### src/pkg/csr_consts.vh
// Purpose: constants for the processor segment register set
// Assumes: 25 MHz clock, status bit n sits at vector index 15-n
// Notes: selector codes shared by write and read ports
//
// Operation
// - code base holds segment first word
// - counter stays within code base..limit
// - counter escape raises bounds violation
// - code limit holds segment last word
// - data limit holds lowest user word
// - data base holds global area start
// - marker link points at marker word
// - return checks marker; privileged may go lower
// - memory top checked within base..ceiling; privileged may go lower
// - cached count three bits, 0 to 4
// - stack head is memory top plus count
// - ceiling is last stack word
// - index register, program accessible, 16 bits
// - status word holds segment, indicators, modes
// - mask bit one enables its group
// - mask load privileged, mask read always
// - privileged ops, uncallable calls refused in user
// - status bit 0 mode, privileged change only
// - uncallable bit comes from program label
// - bit1 irq enable privileged, bit2 traps any
// - bits 4..7 overflow, carry, condition code
`ifndef CSR_CONSTS_VH
`define CSR_CONSTS_VH

// =====================================================
// Register selectors
`define CSR_SEL_CODE_BASE 4'h0
`define CSR_SEL_IC 4'h1
`define CSR_SEL_CODE_LIMIT 4'h2
`define CSR_SEL_DATA_LIMIT 4'h3
`define CSR_SEL_DATA_BASE 4'h4
`define CSR_SEL_MARKER 4'h5
`define CSR_SEL_SMTOP 4'h6
`define CSR_SEL_CACHED 4'h7
`define CSR_SEL_CEILING 4'h8
`define CSR_SEL_INDEX 4'h9
`define CSR_SEL_STATUS 4'hA
`define CSR_SEL_MASK 4'hB
`define CSR_SEL_HEAD 4'hC

// =====================================================
// Status word field positions (bit n at index 15-n)
`define CSR_ST_MODE 15
`define CSR_ST_IRQEN 14
`define CSR_ST_TRAPEN 13
`define CSR_ST_RSTK 12
`define CSR_ST_OVF 11
`define CSR_ST_CARRY 10
`define CSR_ST_CC_HI 9
`define CSR_ST_CC_LO 8
`define CSR_ST_SEG_HI 7

// =====================================================
// Reset values and limits
`define CSR_STATUS_RST 16'h8000
`define CSR_WORD_RST 16'h0000
`define CSR_CACHED_RST 3'h0
`define CSR_CACHED_MAX 3'h4
`define CSR_CEIL_SPARE 13

`endif

### src/hdl/csr_regset.v
// Purpose: architectural segment, index, status and mask registers
// Assumes: one execution unit drives all request strobes
// Notes: violations and refusals are one-cycle pulses
`timescale 1ns/1ps
`default_nettype none
`include "csr_consts.vh"

module csr_regset #(
  parameter W = 16
) (
  input wire clk, // 25 MHz clock
  input wire rstn, // async reset, active low
  input wire wr_en, // set-registers write strobe
  input wire [3:0] wr_sel, // register selector
  input wire [W-1:0] wr_data, // write value
  input wire rd_en, // read strobe
  input wire [3:0] rd_sel, // read selector
  input wire ic_ld, // new counter value strobe
  input wire [W-1:0] ic_next, // proposed counter value
  input wire ret_chk, // return restores marker link
  input wire [W-1:0] ret_marker, // marker value to restore
  input wire ld_mask, // load mask instruction
  input wire [W-1:0] stack_head_in, // top of stack word
  input wire priv_req, // privileged instruction attempt
  input wire call_req, // procedure call attempt
  input wire call_label_unc, // uncallable bit of label
  input wire ind_we, // indicator update strobe
  input wire ovf_in, // new overflow
  input wire carry_in, // new carry
  input wire [1:0] cc_in, // new condition code
  input wire rstk_set, // right stack op pending set
  input wire rstk_clr, // right stack op pending clear
  output reg [W-1:0] rd_data_q, // read result
  output reg rd_valid_q, // read result valid
  output reg [W-1:0] ic_q, // instruction counter
  output reg [W-1:0] status_q, // status word
  output reg [W-1:0] irq_grp_en_q, // group enables
  output reg bounds_viol_q, // bounds violation pulse
  output reg priv_ok_q, // privileged attempt granted
  output reg priv_refused_q // privileged attempt refused
);

  // ===================================================
  // Storage
  reg [W-1:0] code_base_q;
  reg [W-1:0] code_limit_q;
  reg [W-1:0] data_limit_q;
  reg [W-1:0] data_base_q;
  reg [W-1:0] marker_link_q;
  reg [W-1:0] stack_memory_top_q;
  reg [2:0] cached_top_count_q;
  reg [W-1:0] stack_ceiling_q;
  reg [W-1:0] index_reg_q;
  reg [W-1:0] interrupt_mask_q;

  wire priv;
  wire [W-1:0] stack_head;
  wire ic_in_seg;
  wire ret_in_stack;
  wire sm_in_stack;
  wire wr_sm;
  wire wr_cnt;
  wire wr_st;
  wire wr_mk;
  wire cnt_ok;
  wire mask_go;
  wire call_go;
  wire call_bad;
  wire ic_go;
  wire wr_ic;
  wire wr_ic_ok;

  reg [W-1:0] status_d;
  reg [W-1:0] rd_d;
  reg viol_d;
  reg [W-1:0] mask_d;

  assign priv = status_q[`CSR_ST_MODE];

  // ===================================================
  // Logical stack head, never stored
  assign stack_head = stack_memory_top_q
    + {{(W-3){1'b0}}, cached_top_count_q};

  // ===================================================
  // Bounds checks
  assign ic_in_seg = (ic_next >= code_base_q)
    && (ic_next <= code_limit_q);

  // Privileged code may drop the marker below data base
  assign ret_in_stack = (priv || (ret_marker >= data_base_q))
    && (ret_marker <= stack_ceiling_q);

  // Check on memory top, not head: ceiling keeps spare words
  assign sm_in_stack = (priv || (wr_data >= data_base_q))
    && (wr_data <= stack_ceiling_q);

  assign wr_sm = wr_en && (wr_sel == `CSR_SEL_SMTOP);
  assign wr_cnt = wr_en && (wr_sel == `CSR_SEL_CACHED);
  assign wr_st = wr_en && (wr_sel == `CSR_SEL_STATUS);
  assign wr_mk = wr_en && (wr_sel == `CSR_SEL_MARKER);
  assign wr_ic = wr_en && (wr_sel == `CSR_SEL_IC);

  // Set-registers may not park the counter outside its segment
  assign wr_ic_ok = (wr_data >= code_base_q)
    && (wr_data <= code_limit_q);

  // Counts above four would misplace the head
  assign cnt_ok = (wr_data[2:0] <= `CSR_CACHED_MAX)
    && (wr_data[W-1:3] == {(W-3){1'b0}});

  assign mask_go = ld_mask && priv;
  assign call_bad = call_req && call_label_unc && !priv;
  assign call_go = call_req && !call_bad;
  assign ic_go = ic_ld && ic_in_seg;

  // ===================================================
  // Violation sources share one path
  always @* begin
    viol_d = 1'b0;
    if (ic_ld && !ic_in_seg) begin
      viol_d = 1'b1;
    end
    if (wr_ic && !wr_ic_ok) begin
      viol_d = 1'b1;
    end
    if (ret_chk && !ret_in_stack) begin
      viol_d = 1'b1;
    end
    if (wr_sm && !sm_in_stack) begin
      viol_d = 1'b1;
    end
  end

  // ===================================================
  // Status word next value
  always @* begin
    status_d = status_q;
    if (ind_we) begin
      status_d[`CSR_ST_OVF] = ovf_in;
      status_d[`CSR_ST_CARRY] = carry_in;
      status_d[`CSR_ST_CC_HI:`CSR_ST_CC_LO] = cc_in;
    end
    if (rstk_clr) begin
      status_d[`CSR_ST_RSTK] = 1'b0;
    end
    if (wr_st) begin
      // Traps, indicators and segment are free in any mode
      status_d[`CSR_ST_TRAPEN] = wr_data[`CSR_ST_TRAPEN];
      status_d[`CSR_ST_OVF] = wr_data[`CSR_ST_OVF];
      status_d[`CSR_ST_CARRY] = wr_data[`CSR_ST_CARRY];
      status_d[`CSR_ST_CC_HI:`CSR_ST_CC_LO] =
        wr_data[`CSR_ST_CC_HI:`CSR_ST_CC_LO];
      status_d[`CSR_ST_SEG_HI:0] = wr_data[`CSR_ST_SEG_HI:0];
      if (priv) begin
        status_d[`CSR_ST_MODE] = wr_data[`CSR_ST_MODE];
        status_d[`CSR_ST_IRQEN] = wr_data[`CSR_ST_IRQEN];
        status_d[`CSR_ST_RSTK] = wr_data[`CSR_ST_RSTK];
      end
    end
    // Hardware set beats any clear in the same cycle
    if (rstk_set) begin
      status_d[`CSR_ST_RSTK] = 1'b1;
    end
  end

  // ===================================================
  // Mask next value, shared by register and group enables
  always @* begin
    mask_d = interrupt_mask_q;
    if (mask_go) begin
      mask_d = stack_head_in;
    end else if (wr_en && (wr_sel == `CSR_SEL_MASK) && priv) begin
      mask_d = wr_data;
    end
  end

  // ===================================================
  // Read mux, one cycle latency
  always @* begin
    case (rd_sel)
      `CSR_SEL_CODE_BASE: begin
        rd_d = code_base_q;
      end
      `CSR_SEL_IC: begin
        rd_d = ic_q;
      end
      `CSR_SEL_CODE_LIMIT: begin
        rd_d = code_limit_q;
      end
      `CSR_SEL_DATA_LIMIT: begin
        rd_d = data_limit_q;
      end
      `CSR_SEL_DATA_BASE: begin
        rd_d = data_base_q;
      end
      `CSR_SEL_MARKER: begin
        rd_d = marker_link_q;
      end
      `CSR_SEL_SMTOP: begin
        rd_d = stack_memory_top_q;
      end
      `CSR_SEL_CACHED: begin
        rd_d = {{(W-3){1'b0}}, cached_top_count_q};
      end
      `CSR_SEL_CEILING: begin
        rd_d = stack_ceiling_q;
      end
      `CSR_SEL_INDEX: begin
        rd_d = index_reg_q;
      end
      `CSR_SEL_STATUS: begin
        rd_d = status_q;
      end
      `CSR_SEL_MASK: begin
        rd_d = interrupt_mask_q;
      end
      `CSR_SEL_HEAD: begin
        rd_d = stack_head;
      end
      default: begin
        rd_d = `CSR_WORD_RST;
      end
    endcase
  end

  // ===================================================
  // Segment and data registers
  always @(posedge clk or negedge rstn) begin
    if (!rstn) begin
      code_base_q <= `CSR_WORD_RST;
      code_limit_q <= `CSR_WORD_RST;
      data_limit_q <= `CSR_WORD_RST;
      data_base_q <= `CSR_WORD_RST;
      stack_ceiling_q <= `CSR_WORD_RST;
      index_reg_q <= `CSR_WORD_RST;
    end else if (wr_en) begin
      case (wr_sel)
        `CSR_SEL_CODE_BASE: begin
          code_base_q <= wr_data;
        end
        `CSR_SEL_CODE_LIMIT: begin
          code_limit_q <= wr_data;
        end
        `CSR_SEL_DATA_LIMIT: begin
          data_limit_q <= wr_data;
        end
        `CSR_SEL_DATA_BASE: begin
          data_base_q <= wr_data;
        end
        `CSR_SEL_CEILING: begin
          stack_ceiling_q <= wr_data;
        end
        `CSR_SEL_INDEX: begin
          index_reg_q <= wr_data;
        end
        default: begin
        end
      endcase
    end
  end

  // ===================================================
  // Counter: an out-of-segment value is never taken
  always @(posedge clk or negedge rstn) begin
    if (!rstn) begin
      ic_q <= `CSR_WORD_RST;
    end else if (ic_go) begin
      ic_q <= ic_next;
    end else if (wr_ic && wr_ic_ok) begin
      ic_q <= wr_data;
    end
  end

  // ===================================================
  // Stack registers
  always @(posedge clk or negedge rstn) begin
    if (!rstn) begin
      marker_link_q <= `CSR_WORD_RST;
      stack_memory_top_q <= `CSR_WORD_RST;
      cached_top_count_q <= `CSR_CACHED_RST;
    end else begin
      // Return restore wins over a plain write
      if (ret_chk && ret_in_stack) begin
        marker_link_q <= ret_marker;
      end else if (wr_mk) begin
        marker_link_q <= wr_data;
      end
      if (wr_sm && sm_in_stack) begin
        stack_memory_top_q <= wr_data;
      end
      if (wr_cnt && cnt_ok) begin
        cached_top_count_q <= wr_data[2:0];
      end
    end
  end

  // ===================================================
  // Status, mask and event outputs
  always @(posedge clk or negedge rstn) begin
    if (!rstn) begin
      status_q <= `CSR_STATUS_RST;
      interrupt_mask_q <= `CSR_WORD_RST;
      rd_data_q <= `CSR_WORD_RST;
      rd_valid_q <= 1'b0;
      bounds_viol_q <= 1'b0;
      priv_ok_q <= 1'b0;
      priv_refused_q <= 1'b0;
    end else begin
      status_q <= status_d;
      interrupt_mask_q <= mask_d;
      rd_valid_q <= rd_en;
      if (rd_en) begin
        rd_data_q <= rd_d;
      end
      bounds_viol_q <= viol_d;
      priv_ok_q <= (priv_req && priv) || call_go || mask_go;
      priv_refused_q <= (priv_req && !priv) || call_bad
        || (ld_mask && !priv);
    end
  end

  // ===================================================
  // Per-group interrupt enables, gated by status bit 1
  genvar g;
  generate
    for (g = 0; g < W; g = g + 1) begin : grp
      always @(posedge clk or negedge rstn) begin
        if (!rstn) begin
          irq_grp_en_q[g] <= 1'b0;
        end else begin
          irq_grp_en_q[g] <= status_d[`CSR_ST_IRQEN] & mask_d[g];
        end
      end
    end
  endgenerate

endmodule
`default_nettype wire

### config.mk
export PLATFORM = sky130hd
export DESIGN_NAME = csr_regset
export DESIGN_NICKNAME = d
export VERILOG_FILES = /design/src/hdl/csr_regset.v
export VERILOG_INCLUDE_DIRS = /design/src /design/src/pkg
export SDC_FILE = /design/constraint.sdc
export NUM_CORES = 1
export LEC_CHECK = 0
export BUFFER_PORTS_ARGS = -buffer_cell sky130_fd_sc_hd__clkbuf_2
export CAP_MARGIN = 5
export CELL_PAD_IN_SITES_DETAIL_PLACEMENT = 0
export CELL_PAD_IN_SITES_GLOBAL_PLACEMENT = 2
export CORE_MARGIN = 10
export CORE_UTILIZATION = 42
export CTS_CLUSTER_DIAMETER = 30
export DETAILED_ROUTE_END_ITERATION = 16
export PLACE_DENSITY_LB_ADDON = 0.1
export SLEW_MARGIN = 20
export SYNTH_ARGS = -nofsm -noshare
export SYNTH_HDL_FRONTEND = slang
export SYNTH_SLANG_ARGS = --single-unit
### constraint.sdc
create_clock -name clk -period 5.7 [get_ports clk]
set_input_delay 0.57 -clock clk [delete_from_list [all_inputs] [get_ports clk]]
set_output_delay 0.57 -clock clk [all_outputs]
set_load 0.02 [all_outputs]
# --- Word-level counts from Yosys, hierarchy flattened ---
# Index checks and enable logic that the tools add are counted.
totals:
  reg_bits: 215
  in_bits: 89
  out_inout_bits: 68
  wordCells: 153
op_classes:
  n_addsub: 1
  order_cmp: 9
  eq_ne: 23
  n_mux: 17
  bitwise: 16
  n_reduce_logical: 52
op_table:
  columns: ["operator", "n"]
  rows:
  - ["case mux 16 bit (13 select lines)", 1]
  - ["2-to-1 mux 16 bit", 6]
  - [">= comparator 16 bit", 4]
  - ["less-or-equal comparator 16 bit", 4]
  - ["equality test 4 bit, second input constant", 9]
  - ["equality test 4 x 3 -> 1 bit, second input constant", 8]
  - ["logical AND 1 bit", 28]
  - ["adder 16 x 3 -> 16 bit", 1]
  - ["AND 1 bit", 16]
  - ["equality test 4 x 2 -> 1 bit, second input constant", 4]
  - ["2-to-1 mux 15 bit", 1]
  - ["zero test 13 bit", 1]
  - ["AND reduction 2 bit", 6]
  - ["equality test 4 x 1 -> 1 bit, second input constant", 2]
  - ["zero test 4 bit", 2]
  - ["2-to-1 mux 1 bit", 7]
  - ["zero test 1 bit", 6]
  - ["logical OR 1 bit", 6]
  - ["nonzero test 2 bit", 3]
  - ["2-to-1 mux 4 bit", 1]
  - ["less-or-equal comparator 3 bit, second input constant", 1]
  - ["2-to-1 mux 2 bit", 1]

# --- Depth between registers and ports, before layout ---
depth:
  ltp_word: 8
  depth_mapped: 11
  ltp_nobuf: 10

# --- Least setup slack after synthesis ---
# OpenSTA, ideal clock, no wires.
synth_path:
  path_type: "input -> register"
  from: "input wr_data[0]"
  to: "register ic_q[8]"
  setup_ns: 0.137
  arrival_ns: 2.581
  required_ns: 5.563
  setup_slack_ns: 2.982
  cell_stages: 11
  n_path_buf: 2
  cell_sequence: "clkbuf_1 > inv_1 > ha_1 > nor2b_4 > o211ai_2 > a2111oi_2 > nor4b_2 > o211ai_4 > buf_12 > mux2i_1 > a21oi_1"
synth_via:
  elab_chain_cells: 4
  elab_cells_between_ends: 5
  cone_classes: "order compare: 2; reduce/logical: 3"
synth_rtl:
  columns: ["element", "line", "text"]
  rows:
  - ["from (decl)", "csr_regset.v:15", "input wire [W-1:0] wr_data,"]
  - [">= comparator 16 bit or less-or-equal comparator 16 bit (tied branches)", "csr_regset.v:105, csr_regset.v:106", null]
  - ["logical AND 1 bit (*)", "csr_regset.v:106", "&& (wr_data <= code_limit_q);"]
  - ["logical AND 1 bit (*)", "csr_regset.v:270", "end else if (wr_ic && wr_ic_ok) begin"]
  - ["nonzero test 2 bit (no line) (*)", null, null]
  - ["to (signal assigned)", "csr_regset.v:267", "ic_q <= `CSR_WORD_RST;"]
  - ["to (signal assigned)", "csr_regset.v:269", "ic_q <= ic_next;"]
  - ["to (signal assigned)", "csr_regset.v:271", "ic_q <= wr_data;"]
  - ["to (decl)", "csr_regset.v:35", "output reg [W-1:0] ic_q,"]
# Every way passes the cells marked *; elsewhere a longest branch is shown, timed or not.
# A chain may end at the register's enable or synchronous reset.

# --- Final worst setup path ---
layout_path:
  from: "register code_limit_q[12]"
  to: "register ic_q[0]"
layout_via:
  elab_chain_cells: 4
  elab_cells_between_ends: 8
  cone_classes: "order compare: 2; mux: 1; reduce/logical: 5"
layout_rtl:
  columns: ["element", "line", "text"]
  rows:
  - ["from (decl)", "csr_regset.v:46", "reg [W-1:0] code_limit_q;"]
  - ["from (signal assigned)", "csr_regset.v:232", "code_limit_q <= `CSR_WORD_RST;"]
  - ["from (signal assigned)", "csr_regset.v:243", "code_limit_q <= wr_data;"]
  - ["less-or-equal comparator 16 bit (on tied branches)", "csr_regset.v:88, csr_regset.v:106", null]
  - ["logical AND 1 bit (on tied branches)", "csr_regset.v:88, csr_regset.v:106", null]
  - ["logical AND 1 bit (on tied branches)", "csr_regset.v:115, csr_regset.v:270", null]
  - ["2-to-1 mux 16 bit or nonzero test 2 bit (tied branches)", null, null]
# Several ways; a longest one is shown, not always the timed one.

==> metrics.yaml <==
run_status:
  outcome: "completed"
timing:
  slew_violations: 0
  fmax_mhz: 340
  hold_viol: 0
  period_minus_slack_ps: 2940
  worst_slew_pin_slew_ps: 1120
  worst_hold_slack_ps: 206
  finalSetupViolCount: 0
  fin_crit_sh_pct: 51.6
  finalSetupTns_ps: 0
  rsz0062_at_grt: "no"
  slew-limit-headroom_pct: 25.3
  fin_worst_skew_ps: 24.1
yosys:
  ys_seq_area_share_pct: 40.9
  synth-seq-cells: 215
  syn_area_per_cell_sq_um: 10.8
  ys_types: 73
  netlist_instances: 1217
  synth_largest_area_cell: "dfrtp_1"
  synth_edf_count: 0
  netlist_area_sq_mm: 0.0131
  yosysTopAreaCellShare_pct: 40.7
  ys.flop_type: "dfrtp_1"
  synth_warnings: 0
  async_reset_ff_share_pct: 100
  syn_nets: 1438
  synth_area_leaders: "dfrtp_1, ha_1, mux2_2"
global_routing:
  grt.overflow.total: 0
  gr-usage-met1_pct: 29.0
  met2_usage_pct: 40.9
  grt_pass1_wl_um: 69500
  gr-usage-all-layers_pct: 23.7
  grt_max_degree: 152
  global_route.usage.met3_pct: 4.02
  grt_pass1_vias: 11200
  top_usage_layer: "met2"
  antenna_found_initial: 0
detailed_routing:
  drt-total-wl_um: 46700
  num_vias: 10500
  routed_via_density: 5.71
  dr.first_iter.drc_count: 648
  dr.pass1.iters: 5
  route.detailed.drc: 0
  wl_per_cell_um: 25.4
  ant_nets: 0
critical_path:
  crit_start: "code_limit_q[12]"
  slowest_stage: "o211ai_4"
  cp.arrival_ps: 3380
  cp-end-kind: "flip-flop"
  crit_chain: "inv_1, ha_1, nand4_2, a2111oi_2, nor4b_2, o211ai_4, mux2i_1, a21oi_1"
  cp_num_buf_inv: 1
  crit_path_start_kind: "flip-flop"
  required_ps: 6140
  r2r_start: "code_limit_q[12]"
  slowest_delay_ps: 740
  critPathKind: "reg2reg"
  worstPathMaxFanout: 16
  critical-path-top-delay-family: "compound AO/OA/AOI/OAI gates"
worst_hold_path:
  hp-start: "call_label_unc"
  hp-class: "in2reg"
job:
  drv_cap: 0
final_layout:
  fillers: 2806
  diodes: 0
  nets: 1610
  drive_gt1_share_pct: 31.0
  multi_input_area_sq_mm: 0.00715
  syn_to_final_growth_pct: 26.4
  final_common_cell: "dfrtp_1"
  final_area_sq_mm: 0.0166
  regArea_sq_mm: 0.00538
  layout_common_cells: "dfrtp_1, clkbuf_2, mux2_2"
clocking:
  cts_sinks: 215
  cts.path.max_buffers: 3
  cts_tree: "yes"
  ctsRootBufferMaster: "clkbuf_16"
  post_cts_buffers: 0
  htree_levels: 2
  clock_latency_ps: 580
  cts_buffers: 59
  clk_pin_slew_worst_paths_ps: 50
place:
  dpl-instance-area_sq_mm: 0.0143
  dp_hpwl_um: 34100
  gp_congestion: 0.866
  portBuffers: 156
power:
  irDropWorstVdd_uv: 229
  leakagePower_nw: 7.84
  p_total_mw: 7.63
  power_density_mw_per_mm2: 460
floorplanning:
  die_h_um: 197
  die-area_sq_mm: 0.0388
  initial_core_util_pct: 42.7
  die_w_um: 197
  row_count: 64
  io-pin-count: 157
  core_area_sq_mm: 0.0307
[flip-flops by register name, indices dropped and copies added, names as in the netlist]
name                cells
priv_refused_q          1
stack_ceiling_q        16
code_limit_q           16
priv_ok_q               1
data_limit_q           16
ic_q                   16
code_base_q            16
cached_top_count_q      3
rd_data_q              16
index_reg_q            16
marker_link_q          16
interrupt_mask_q       16
data_base_q            16
stack_memory_top_q     16
bounds_viol_q           1
irq_grp_en_q           16
rd_valid_q              1
status_q               16
[worst reg2reg max path, stage by stage (launching register included)]
cell and delay [ps]:
dfrtp_1 440, inv_1 120, ha_1 300, nand4_2 200, a2111oi_2 430, nor4b_2 130, o211ai_4 740, mux2i_1 360
a21oi_1 100
[metrics by stage]
stage	util [%]	std cells	setup slack, ps
final	54.0	1836	2760
after global routing	54.0	1836	2590
after CTS	54.0	1836	2750
after detailed placement	46.5	1723	2300
after global placement	46.4	1721	2210
after floorplan	-	1217	2980
[power breakdown]
| part | switching [mW] | internal, mW | total, mW |
|---|---|---|---|
| logic | 0.878 | 0.717 | 1.59 |
| clock network | 1.02 | 2.78 | 3.80 |
| registers | 0.366 | 1.88 | 2.24 |
[logic make-up after synthesis]
kind of cell	count (synthesis)	share of synthesized area, %
mux	186	15.8
compound gates	277	14.4
fa+ha+maj	132	12.6
flops	215	40.9
simple gates	244	10.5
xor+xnor	13	0.866
buf+inv	150	4.83
[worst paths after layout]
kind	endpoint	slack, ps	depth (start not counted)
worst max-delay path	ic_q[0]	2760	8
worst min-delay path	priv_ok_q	210	2
worst max register to register	ic_q[0]	2760	8
worst min register to register	index_reg_q[8]	500	1
max in group asynchronous	status_q[13]	3870	3
min in group asynchronous	ic_q[3]	550	2
[repair_timing]
item	4_1_cts	5_1_grt
endpoints found under the hold margin	25	0
hold buffers	1	0
resized for setup	0	0
[layer usage]
metal	vias to the layer above	share of wire, %
met2	268	49
met1	5245	43
li1	4882	-
met3	86	4.7
met5	-	0
met4	0	3.3
[cell usage after synthesis (9+ instances only)]
cell type	n
o22ai_1	16
and3_1	11
a22oi_1	34
mux2_4	9
a21o_1	10
nor3_1	9
nand4_1	27
ha_1	131
o21ai_0	41
inv_1	86
buf_2	26
a222oi_1	12
a221oi_1	20
and2_1	15
a21oi_1	86
dfrtp_1	214
a22o_1	17
clkbuf_1	28
nand2_1	53
nor2b_1	12
nor2_1	55
nand3_1	19
mux2_2	135
mux2i_1	40
[area by class of cell]
class | instances | share of cell area, %
clock buffers | 78 | 10.2
inverters | 86 | 1.94
well taps | 396 | 2.98
flip-flops and latches | 215 | 32.4
clock inverters | 34 | 3.69
multi-input cells | 852 | 43.1
repair buffers | 175 | 5.73
Note: power is estimated with default switching activity, not from simulation.
